--- src/self_program_flash_control_params.svh ---
// Constants for the self-programming flash control block
`ifndef SELF_PROGRAM_FLASH_CONTROL_PARAMS_SVH
`define SELF_PROGRAM_FLASH_CONTROL_PARAMS_SVH
`define CSR_OFFSET 8'h00
`define CSR_RESET 8'h00
`define CSR_EN_BIT 0
`define CSR_ERASE_BIT 1
`define CSR_WRITE_BIT 2
`define CSR_FUSE_BIT 3
`define CSR_CLEAR_PAGE_BUFFER_BIT 4
`define CSR_SIG_BIT 5
`define PAT_SIG 6'h21
`define PAT_CLEAR_PAGE_BUFFER 6'h11
`define PAT_FUSE 6'h09
`define PAT_WRITE 6'h05
`define PAT_ERASE 6'h03
`define PAT_LOAD 6'h01
`define STORE_WINDOW 3'h4
`define LOAD_WINDOW_MIN 3'h2
`define PROG_TIME_MIN_NS 3700000
`define PROG_TIME_MAX_NS 4500000
`define CLK_PERIOD_NS 40
`define ERASED_WORD 16'hffff
`define SEL_FUSE_LOW 2'h0
`define SEL_LOCK 2'h1
`define SEL_FUSE_EXT 2'h2
`define SEL_FUSE_HIGH 2'h3
`endif

--- src/spf_pkg_order_note_placeholder_removed.sv ---
// Intentionally empty compile unit
`timescale 1ns/1ns
--- src/spf_pkg.sv ---
// Types for the self-programming flash control block
package spf_pkg;
	typedef enum logic [1:0] {ST_IDLE, ST_ARMED, ST_ERASE, ST_WRITE} seq_state_t;
	typedef enum logic [2:0] {CMD_NONE, CMD_SIG, CMD_CLEAR_PAGE_BUFFER, CMD_FUSE, CMD_WRITE, CMD_ERASE,
		CMD_LOAD} cmd_t;
endpackage

--- src/self_program_flash_control.sv ---
// Self-programming flash sequencer with APB control register and page buffer
//
// Added by the designer: the register offsets and the APB slave port.
`timescale 1ns/1ns
`include "self_program_flash_control_params.svh"

// Summary of operation
// - Pointer high bits page, low bits word
// - Byte load picks byte by pointer lsb
// - Bit 7 always reads zero
// - Busy flag bit 6 always reads zero
// - Signature load in three; store ends it
// - Clear-buffer command empties page buffer
// - Fuse/lock load in three, two lsbs select
// - Page write stores buffer to pointer page
// - Write bit clears on done or timeout
// - Page erase of pointer page, self-clears
// - CPU stalled through erase and write
// - Enable alone loads data pair to buffer
// - Enable clears on store/timeout; busy during ops
// - Only six command patterns take effect
// - EEPROM write blocks flash ops, fuse reads
// - Pointer one returns two lock bits
// - Pointer zero returns low fuse byte
// - Pointer three returns high fuse byte
// - Pointer two returns extended fuse bit
// - Programmed bits read zero, unprogrammed one
// - Fuse read clears after use or timeout
// - Buffer cleared after page write, reset
// - Erase and write last programming time
module self_program_flash_control
	import spf_pkg::*;
#(
	parameter int PAGE_WORDS = 64,
	parameter int ADDR_W = 8,
	parameter int OP_CYCLES = (`PROG_TIME_MIN_NS + `CLK_PERIOD_NS - 1) / `CLK_PERIOD_NS
)
(
	// Clock and reset
	input wire logic pclk,
	input wire logic presetn,
	// APB slave
	input wire logic psel,
	input wire logic penable,
	input wire logic pwrite,
	input wire logic [ADDR_W-1:0] paddr,
	input wire logic [31:0] pwdata,
	output logic [31:0] prdata,
	output logic pready,
	output logic pslverr,
	// CPU core instruction side
	input wire logic store_instr,
	input wire logic load_instr,
	input wire logic [15:0] program_pointer,
	input wire logic [15:0] data_register_pair,
	output logic [7:0] load_data,
	output logic load_valid,
	output logic cpu_stall,
	// Nonvolatile sources; on the lock and fuse inputs a set bit means programmed
	input wire logic [15:0] flash_rd_data,
	input wire logic [7:0] signature_row_byte,
	input wire logic [1:0] lock_programmed,
	input wire logic [7:0] fuse_low_programmed,
	input wire logic [7:0] fuse_high_programmed,
	input wire logic fuse_ext_programmed,
	input wire logic eeprom_write_busy,
	// Flash array side
	output logic flash_erase,
	output logic flash_wr_strobe,
	output logic [15:0] flash_page,
	output logic [$clog2(PAGE_WORDS)-1:0] flash_wr_word,
	output logic [15:0] flash_wr_data
);
	localparam int WORD_BITS = $clog2(PAGE_WORDS);
	localparam int OPC_W = $clog2(OP_CYCLES + 1);

	seq_state_t st_r;
	cmd_t cmd_r;
	cmd_t dec;
	logic [2:0] win_r;
	logic [OPC_W-1:0] opcnt_r;
	logic [15:0] buf_r [PAGE_WORDS];
	logic [31:0] prdata_r;
	logic pready_r;
	logic pslverr_r;
	logic [7:0] load_data_r;
	logic load_valid_r;
	logic cpu_stall_r;
	logic flash_erase_r;
	logic flash_wr_strobe_r;
	logic [15:0] flash_page_r;
	logic [WORD_BITS-1:0] flash_wr_word_r;
	logic [15:0] flash_wr_data_r;
	logic eeb_d_r;
	logic [7:0] csr_rd;
	logic [7:0] fuse_byte;
	logic [7:0] load_byte;
	logic [WORD_BITS-1:0] word_idx;
	logic [WORD_BITS-1:0] stream_idx;
	logic [15:0] page_idx;
	logic op_busy;
	logic bus_access;
	logic wr_csr;
	logic csr_wr_ok;
	logic clear_buf;
	logic load_win;
	logic read_mode;
	logic last_op_cycle;

	assign prdata = prdata_r;
	assign pready = pready_r;
	assign pslverr = pslverr_r;
	assign load_data = load_data_r;
	assign load_valid = load_valid_r;
	assign cpu_stall = cpu_stall_r;
	assign flash_erase = flash_erase_r;
	assign flash_wr_strobe = flash_wr_strobe_r;
	assign flash_page = flash_page_r;
	assign flash_wr_word = flash_wr_word_r;
	assign flash_wr_data = flash_wr_data_r;

	assign word_idx = program_pointer[WORD_BITS:1];
	assign page_idx = program_pointer >> (WORD_BITS + 1);
	assign stream_idx = opcnt_r[WORD_BITS-1:0];
	assign op_busy = (st_r == ST_ERASE) || (st_r == ST_WRITE);
	assign last_op_cycle = opcnt_r == OPC_W'(OP_CYCLES - 1);
	// Loads are served on the first three cycles of the four-cycle window
	assign load_win = (st_r == ST_ARMED) && (win_r >= `LOAD_WINDOW_MIN);
	assign read_mode = (cmd_r == CMD_SIG) || (cmd_r == CMD_FUSE);

	// The bus belongs to the halted CPU, so it is held off during an operation
	assign bus_access = psel && penable && !pready_r && !op_busy;
	assign wr_csr = psel && penable && pready_r && pwrite && (paddr == ADDR_W'(`CSR_OFFSET));
	assign csr_wr_ok = wr_csr && !eeprom_write_busy && (st_r == ST_IDLE);

	always_comb
	begin
		case (pwdata[5:0])
			`PAT_SIG: dec = CMD_SIG;
			`PAT_CLEAR_PAGE_BUFFER: dec = CMD_CLEAR_PAGE_BUFFER;
			`PAT_FUSE: dec = CMD_FUSE;
			`PAT_WRITE: dec = CMD_WRITE;
			`PAT_ERASE: dec = CMD_ERASE;
			`PAT_LOAD: dec = CMD_LOAD;
			default: dec = CMD_NONE;
		endcase
	end

	always_comb
	begin
		csr_rd = `CSR_RESET;
		csr_rd[`CSR_EN_BIT] = st_r != ST_IDLE;
		csr_rd[`CSR_ERASE_BIT] = cmd_r == CMD_ERASE;
		csr_rd[`CSR_WRITE_BIT] = cmd_r == CMD_WRITE;
		csr_rd[`CSR_FUSE_BIT] = cmd_r == CMD_FUSE;
		csr_rd[`CSR_CLEAR_PAGE_BUFFER_BIT] = cmd_r == CMD_CLEAR_PAGE_BUFFER;
		csr_rd[`CSR_SIG_BIT] = cmd_r == CMD_SIG;
	end

	// Stored flags mean programmed; software sees them inverted
	always_comb
	begin
		case (program_pointer[1:0])
			`SEL_FUSE_LOW: fuse_byte = ~fuse_low_programmed;
			`SEL_LOCK: fuse_byte = {6'h3f, ~lock_programmed};
			`SEL_FUSE_EXT: fuse_byte = {7'h7f, ~fuse_ext_programmed};
			`SEL_FUSE_HIGH: fuse_byte = ~fuse_high_programmed;
			default: fuse_byte = 8'hff;
		endcase
	end

	always_comb
	begin
		load_byte = program_pointer[0] ? flash_rd_data[15:8] : flash_rd_data[7:0];
		if (load_win && (cmd_r == CMD_SIG))
			load_byte = signature_row_byte;
		else if (load_win && (cmd_r == CMD_FUSE) && !eeprom_write_busy)
			load_byte = fuse_byte;
	end

	// APB slave: one wait state outside erase and write, pslverr on any address but the control register
	always_ff @(posedge pclk or negedge presetn)
	begin
		if (!presetn)
		begin
			pready_r <= 1'b0;
			pslverr_r <= 1'b0;
			prdata_r <= 32'h0000_0000;
		end
		else
		begin
			pready_r <= bus_access;
			pslverr_r <= bus_access && (paddr != ADDR_W'(`CSR_OFFSET));
			if (bus_access && !pwrite && (paddr == ADDR_W'(`CSR_OFFSET)))
				prdata_r <= {24'h00_0000, csr_rd};
			else
				prdata_r <= 32'h0000_0000;
		end
	end

	// Command sequencer
	always_ff @(posedge pclk or negedge presetn)
	begin
		if (!presetn)
		begin
			st_r <= ST_IDLE;
			cmd_r <= CMD_NONE;
			win_r <= 3'h0;
			opcnt_r <= '0;
			cpu_stall_r <= 1'b0;
		end
		else
		begin
			case (st_r)
				ST_IDLE:
				begin
					if (csr_wr_ok && (dec != CMD_NONE))
					begin
						cmd_r <= dec;
						win_r <= `STORE_WINDOW;
						st_r <= ST_ARMED;
					end
				end
				ST_ARMED:
				begin
					win_r <= win_r - 3'h1;
					if (store_instr && (cmd_r == CMD_ERASE))
					begin
						st_r <= ST_ERASE;
						opcnt_r <= '0;
						cpu_stall_r <= 1'b1;
					end
					else if (store_instr && (cmd_r == CMD_WRITE))
					begin
						st_r <= ST_WRITE;
						opcnt_r <= '0;
						cpu_stall_r <= 1'b1;
					end
					else if (store_instr)
					begin
						// Buffer load ends here; signature, fuse and clear modes also end on the store
						st_r <= ST_IDLE;
						cmd_r <= CMD_NONE;
					end
					else if (load_instr && load_win && (cmd_r == CMD_SIG))
					begin
						st_r <= ST_IDLE;
						cmd_r <= CMD_NONE;
					end
					else if (load_instr && load_win && (cmd_r == CMD_FUSE) && !eeprom_write_busy)
					begin
						st_r <= ST_IDLE;
						cmd_r <= CMD_NONE;
					end
					// Read modes give up after the three load cycles; stores get four
					else if ((win_r == 3'h1) || (read_mode && (win_r == `LOAD_WINDOW_MIN)))
					begin
						st_r <= ST_IDLE;
						cmd_r <= CMD_NONE;
					end
				end
				ST_ERASE, ST_WRITE:
				begin
					// Minimum programming time, so the array is never cut short
					opcnt_r <= opcnt_r + OPC_W'(1);
					if (last_op_cycle)
					begin
						st_r <= ST_IDLE;
						cmd_r <= CMD_NONE;
						cpu_stall_r <= 1'b0;
					end
				end
				default:
				begin
					st_r <= ST_IDLE;
					cmd_r <= CMD_NONE;
				end
			endcase
		end
	end

	// CPU load answers one cycle after the instruction
	always_ff @(posedge pclk or negedge presetn)
	begin
		if (!presetn)
		begin
			load_valid_r <= 1'b0;
			load_data_r <= 8'h00;
		end
		else
		begin
			load_valid_r <= load_instr;
			if (load_instr)
				load_data_r <= load_byte;
		end
	end

	// An EEPROM write starting mid-load would corrupt the buffer, so it is dropped
	always_ff @(posedge pclk or negedge presetn)
	begin
		if (!presetn)
			eeb_d_r <= 1'b0;
		else
			eeb_d_r <= eeprom_write_busy;
	end

	assign clear_buf = (csr_wr_ok && (dec == CMD_CLEAR_PAGE_BUFFER))
		|| ((st_r == ST_WRITE) && last_op_cycle)
		|| (eeprom_write_busy && !eeb_d_r);

	// Temporary page buffer, erased state on reset
	always_ff @(posedge pclk or negedge presetn)
	begin
		if (!presetn)
		begin
			for (int i = 0; i < PAGE_WORDS; i++)
				buf_r[i] <= `ERASED_WORD;
		end
		else if (clear_buf)
		begin
			for (int i = 0; i < PAGE_WORDS; i++)
				buf_r[i] <= `ERASED_WORD;
		end
		else if ((st_r == ST_ARMED) && (cmd_r == CMD_LOAD) && store_instr)
			buf_r[word_idx] <= data_register_pair;
	end

	// Array side: erase pulse, then buffer words streamed one per cycle on write
	always_ff @(posedge pclk or negedge presetn)
	begin
		if (!presetn)
		begin
			flash_erase_r <= 1'b0;
			flash_wr_strobe_r <= 1'b0;
			flash_page_r <= 16'h0000;
			flash_wr_word_r <= '0;
			flash_wr_data_r <= 16'h0000;
		end
		else
		begin
			flash_erase_r <= (st_r == ST_ARMED) && (cmd_r == CMD_ERASE) && store_instr;
			if ((st_r == ST_ARMED) && store_instr)
				flash_page_r <= page_idx;
			flash_wr_strobe_r <= (st_r == ST_WRITE) && (opcnt_r < OPC_W'(PAGE_WORDS));
			flash_wr_word_r <= stream_idx;
			flash_wr_data_r <= buf_r[stream_idx];
		end
	end
endmodule

--- config.mk ---
export PLATFORM = sky130hd
export DESIGN_NAME = self_program_flash_control
export DESIGN_NICKNAME = d
export VERILOG_FILES = /design/src/spf_pkg_order_note_placeholder_removed.sv /design/src/spf_pkg.sv /design/src/self_program_flash_control.sv
export VERILOG_INCLUDE_DIRS = /design/src
export SDC_FILE = /design/constraint.sdc
export NUM_CORES = 2
export LEC_CHECK = 0
export ABC_AREA = 0
export BUFFER_PORTS_ARGS = -buffer_cell sky130_fd_sc_hd__buf_4
export CAP_MARGIN = 10
export CORE_ASPECT_RATIO = 0.7
export CORE_MARGIN = 2
export CORE_UTILIZATION = 67
export DETAILED_ROUTE_END_ITERATION = 10
export PLACE_DENSITY_LB_ADDON = 0.1
export SYNTH_ARGS = -nofsm -noshare
export SYNTH_HDL_FRONTEND = slang
export SYNTH_SLANG_ARGS = --single-unit
--- constraint.sdc ---
create_clock -name pclk -period 3.8 [get_ports pclk]
set_clock_uncertainty 0.15 [all_clocks]
set_input_delay 0.38 -clock pclk [delete_from_list [all_inputs] [get_ports pclk]]
set_output_delay 0.38 -clock pclk [all_outputs]
set_load 0.01 [all_outputs]
==> results by stage <==
Outcome:
- The run finished with clean final reports.

STA:
- Static timing analysis puts the maximum clock frequency at between 200 and 300 MHz.
- Final hold analysis gives a worst-case slack of between 0.02 and 0.03 ns.
- The final max-slew violation count is 0.
- The count of endpoints failing setup in the final report is 0.
- The worst max-slew margin expressed relative to the limit is 0.194.
- The setup TNS is 0 ns.
- The final worst-path cycle share is 0.985.
- The number of hold violations in the final report is 0.
- Setup repair after global routing left no endpoint under its margin.
- The slew at the pin closest to its max-slew limit is about 1.2 ns.
- The shortest period the worst path allows is ~3.7 ns.

Final layout:
- The area growth from synthesis to layout is 10.5%.
- The final non-filler cell total is ~7000.
- The number of inserted filler cells in the final layout is 5649.
- In the final layout, the share of cells above drive strength 1 is 0.307.
- For this run, the post-layout net count is a little under 6000.

Synth:
- The most frequent cell after synthesis is sky130_fd_sc_hd__nand2_1.
- Yosys mapped the design onto 65 distinct sky130hd cell types.
- The XOR/XNOR share of the synthesized area is 0.00144.
- sky130_fd_sc_hd__dfstp_2 takes more of the synthesized area than any other cell.
- By area the synthesized netlist is led by sky130_fd_sc_hd__dfstp_2, sky130_fd_sc_hd__nand2_1, sky130_fd_sc_hd__nand3_1.
- Synthesis inferred ~1100 register bits.
- For this run, the number of Yosys warnings is 0.
- The commonest cells after synthesis are sky130_fd_sc_hd__nand2_1, sky130_fd_sc_hd__nand3_1, sky130_fd_sc_hd__dfstp_2, sky130_fd_sc_hd__clkbuf_1, sky130_fd_sc_hd__mux2i_1.
- The fraction of synthesis flops using an asynchronous set or reset pin is 1.00.
- Of the post-synthesis cell area, the dominant cell type holds 0.490.
- Counting every instance in the synthesized netlist gives just under 6000.
- The mean area per synthesized cell is approximately 9.3 µm².
- The share of cell area taken by muxes after synthesis is 0.109.
- The cell area after synthesis is roughly 55000 µm².
- Of the total synthesized cell area, the portion taken by AND, OR, NAND and NOR gates is 0.271.
- The adder and majority cell fraction of the synthesized area is 0.00109.
- For this run, the leading register cell type out of synthesis is sky130_fd_sc_hd__dfstp_2.
- The synthesized-area fraction occupied by ao, oa, aoi and oai cells is 0.0421.
- The sequential share of the synthesized area is 0.525.
- The number of enable flip-flop cells after synthesis is 0.
- After synthesis, the largest family of logic cells by area is simple AND/OR/NAND/NOR gates.

Critical path:
- Of all nets on the critical path, the largest fanout is 16.
- For flop-to-flop paths, the worst setup slack is around 0.058 ns.
- For this design, the slowest cell found on the critical path is sky130_fd_sc_hd__nor4_2.
- The most numerous cell type found on the critical path is sky130_fd_sc_hd__nand2_1.
- The endpoint identified for the worst register-to-register timing path is buf_r[474].
- The largest single stage delay on the critical path is roughly 0.94 ns.
- The worst register-to-register path begins at st_r[1].
- Traced cell by cell, the critical path runs through nand3b_1 -> buf_4 -> nor4_2 -> nand2_1 -> nand2_1 -> nand3_1.
- STA classifies the critical path endpoint as a register.
- STA puts the critical path data required time at 4.23 ns.
- For the worst flop-to-flop path, the logic depth is 6.
- By startpoint and endpoint, the worst setup path is classified as reg -> reg.
- The type of element launching the critical path is a register.
- The critical path data arrival time is approximately 4.2 ns.

Placement:
- At the end of routability-driven placement, the weighted congestion stood at between 0.9 and 1.
- The count of port buffers added during placement is 147.
- The post-DP HPWL is between 100000 and 150000 µm.
- Counting tap cells, the placed design contains a total of between 6000 and 7000 instances.

Drt:
- The average wire length per cell after detail routing is approximately 24 µm.
- For this run, design rule violations remaining after detail routing come to 0.
- Once detail routing completed, the nets flagged for antenna violations numbered 0.
- The count of TritonRoute iterations in the first routing pass is 8.
- The routed layout has around 45000 vias.
- The routed design has roughly 170000 µm of wire.
- The DRC violation total after the first TritonRoute iteration is ~5300.
- After detailed routing, the number of vias per cell comes to around 6.5.

Floorplan:
- around 210 I/O pins were placed.
- The chip width is approximately 350 µm.
- The number of core rows is between 80 and 90.
- The height of the chip is roughly 240 µm.
- The area of the placeable core is just over 80000 µm².
- For this configuration, the core starts out at a cell density of 0.679.
- The die covers about 84000 µm².

CTS:
- Clock-pin slew was measured on the worst setup and hold paths at 0.06 ns.
- The later-pin clock latency in the skew report is about 0.7 ns.
- The number of H-tree branching levels is 3.
- The clock tree from TritonCTS is done.
- The buffer cell driving the clock tree root is sky130_fd_sc_hd__clkbuf_16.
- The clock net in this run drives a total of about 1100 sinks.
- The clock buffer count from CTS is around 110.
- The maximum root-to-sink buffer count is 3.

Global route:
- Summed over all layers, the global routing overflow is 0.
- The number of antenna violations at the first check in global routing is 6.
- Entering global routing, the biggest net connects 132 pins.
- The global routing usage summed across all routing layers is 0.400.
- The via count of the first global-routing pass is 43700.
- The first global-routing pass estimated approximately 260000 µm of wire.

Min path:
- The worst hold path endpoint is cmd_r[2].
- The hold path depth is 3.
- The worst hold path belongs to the class in -> reg.
- The startpoint identified for the worst hold timing path is pwdata[4].

Pwr:
- The total leakage power is approximately 27 nW.
- Across the VDD grid, the largest voltage drop is between 0.0004 and 0.0005 V.
- The design draws just over 30 mW.
- Dividing total power by cell area gives a power density of 503 nW/µm².

Job:
- The tool flagged a number of max-cap violations equal to 0.
[layout by cell type (no fill, tap or decap), types with 5 or more instances in the layout]
| cell | count |
|---|---|
| sky130_fd_sc_hd__nand4_1 | 7 |
| sky130_fd_sc_hd__or4_1 | 7 |
| sky130_fd_sc_hd__xnor2_1 | 7 |
| sky130_fd_sc_hd__o22ai_1 | 22 |
| sky130_fd_sc_hd__a2111oi_0 | 17 |
| sky130_fd_sc_hd__nor2_2 | 40 |
| sky130_fd_sc_hd__a221oi_1 | 65 |
| sky130_fd_sc_hd__a31oi_1 | 7 |
| sky130_fd_sc_hd__bufinv_16 | 11 |
| sky130_fd_sc_hd__a211oi_1 | 56 |
| sky130_fd_sc_hd__and2_1 | 12 |
| sky130_fd_sc_hd__mux2i_1 | 197 |
| sky130_fd_sc_hd__clkbuf_16 | 109 |
| sky130_fd_sc_hd__a211o_1 | 7 |
| sky130_fd_sc_hd__clkinv_2 | 13 |
| sky130_fd_sc_hd__nand3_1 | 1039 |
| sky130_fd_sc_hd__nand3b_1 | 5 |
| sky130_fd_sc_hd__o21ai_0 | 11 |
| sky130_fd_sc_hd__mux4_2 | 129 |
| sky130_fd_sc_hd__a22o_1 | 37 |
| sky130_fd_sc_hd__nand2_1 | 2178 |
| sky130_fd_sc_hd__nor3_1 | 10 |
| sky130_fd_sc_hd__dfrtp_1 | 73 |
| sky130_fd_sc_hd__inv_1 | 8 |
| sky130_fd_sc_hd__clkbuf_1 | 23 |
| sky130_fd_sc_hd__dfstp_2 | 1024 |
| sky130_fd_sc_hd__nor4_1 | 22 |
| sky130_fd_sc_hd__nor2b_1 | 40 |
| sky130_fd_sc_hd__nor4_2 | 9 |
| sky130_fd_sc_hd__buf_4 | 279 |
| sky130_fd_sc_hd__a21oi_1 | 85 |
| sky130_fd_sc_hd__mux2_2 | 100 |
| sky130_fd_sc_hd__conb_1 | 33 |
| sky130_fd_sc_hd__dlygate4sd3_1 | 36 |
| sky130_fd_sc_hd__nand2b_1 | 9 |
| sky130_fd_sc_hd__buf_12 | 38 |
| sky130_fd_sc_hd__nor2_1 | 39 |
| sky130_fd_sc_hd__clkbuf_8 | 32 |
[state kept, by name, indices dropped and copies added, names as in the netlist, 2 cells and up]
register,cells
prdata,6
buf_r,1024
opcnt_r,17
flash_page,9
st_r,2
win_r,3
load_data,8
flash_wr_word,6
flash_wr_data,16
cmd_r,3
[metrics by stage]
stage	area (µm²)	utilization	setup WS (ns)
finish	60600	0.750	0.0580
global route	60600	0.750	0.136
CTS	60600	0.750	0.307
detailed placement	56600	0.700	0.307
global placement	56600	0.700	0.411
floorplan	55000	-	1.31
[layer usage]
| metal | vias up | wire length, µm | track usage |
|---|---|---|---|
| met5 | - | 195 | 0.0147 |
| met4 | 8 | 8610 | 0.179 |
| met3 | 493 | 21100 | 0.125 |
| met2 | 2608 | 73800 | 0.586 |
| met1 | 22400 | 64900 | 0.550 |
| li1 | 19700 | - | - |
[worst max-delay path by stage]
stage / startpoint / cells after the start / to
final: st_r[1] / 6 / buf_r[474]
after global placement: opcnt_r[0] / 5 / flash_wr_data[14]
after detailed placement: store_instr / 7 / buf_r[432]
after global routing: st_r[1] / 6 / buf_r[432]
after CTS: st_r[1] / 6 / buf_r[474]
after floorplan: opcnt_r[0] / 7 / flash_wr_data[0]
[final cells by class]
class	count	area [µm²]	area share
sequential	1101	28800	0.476
multi-input combinational	4246	23500	0.387
clock buffer	164	3250	0.0537
timing repair buffer	354	3230	0.0533
tap	1068	1340	0.0220
clock inverter	28	430	0.00710
inverter	9	33.8	0.000557
antenna	4	10.0	0.000165
[repair_timing]
action | CTS | global route
gates resized for setup | 0 | 0
endpoints found under the hold margin | 90 | 0
setup buffers | 0 | 0
hold buffers | 36 | 0
[worst max-delay path, delay by kind of cell (launching register included)]
family | cells | cell delay, ns
simple gates | 5 | 2.68
flops | 1 | 0.37
buf+inv | 1 | 0.41
[where the power goes]
group / internal [mW] / total (mW) / switching, mW
Sequential: 12.0 / 12.4 / 0.401
Clock: 6.61 / 11.3 / 4.65
Combinational: 2.45 / 6.81 / 4.36
[logic make-up after synthesis]
group	count (synthesis)
AO/OA/AOI/OAI	320
XOR/XNOR	9
adder cells (fa/ha/maj)	5
buffers and inverters	562
flip-flops	1101
multiplexers	426
other	1
AND/OR/NAND/NOR	3453
Note: power is estimated with default switching activity, not from simulation.
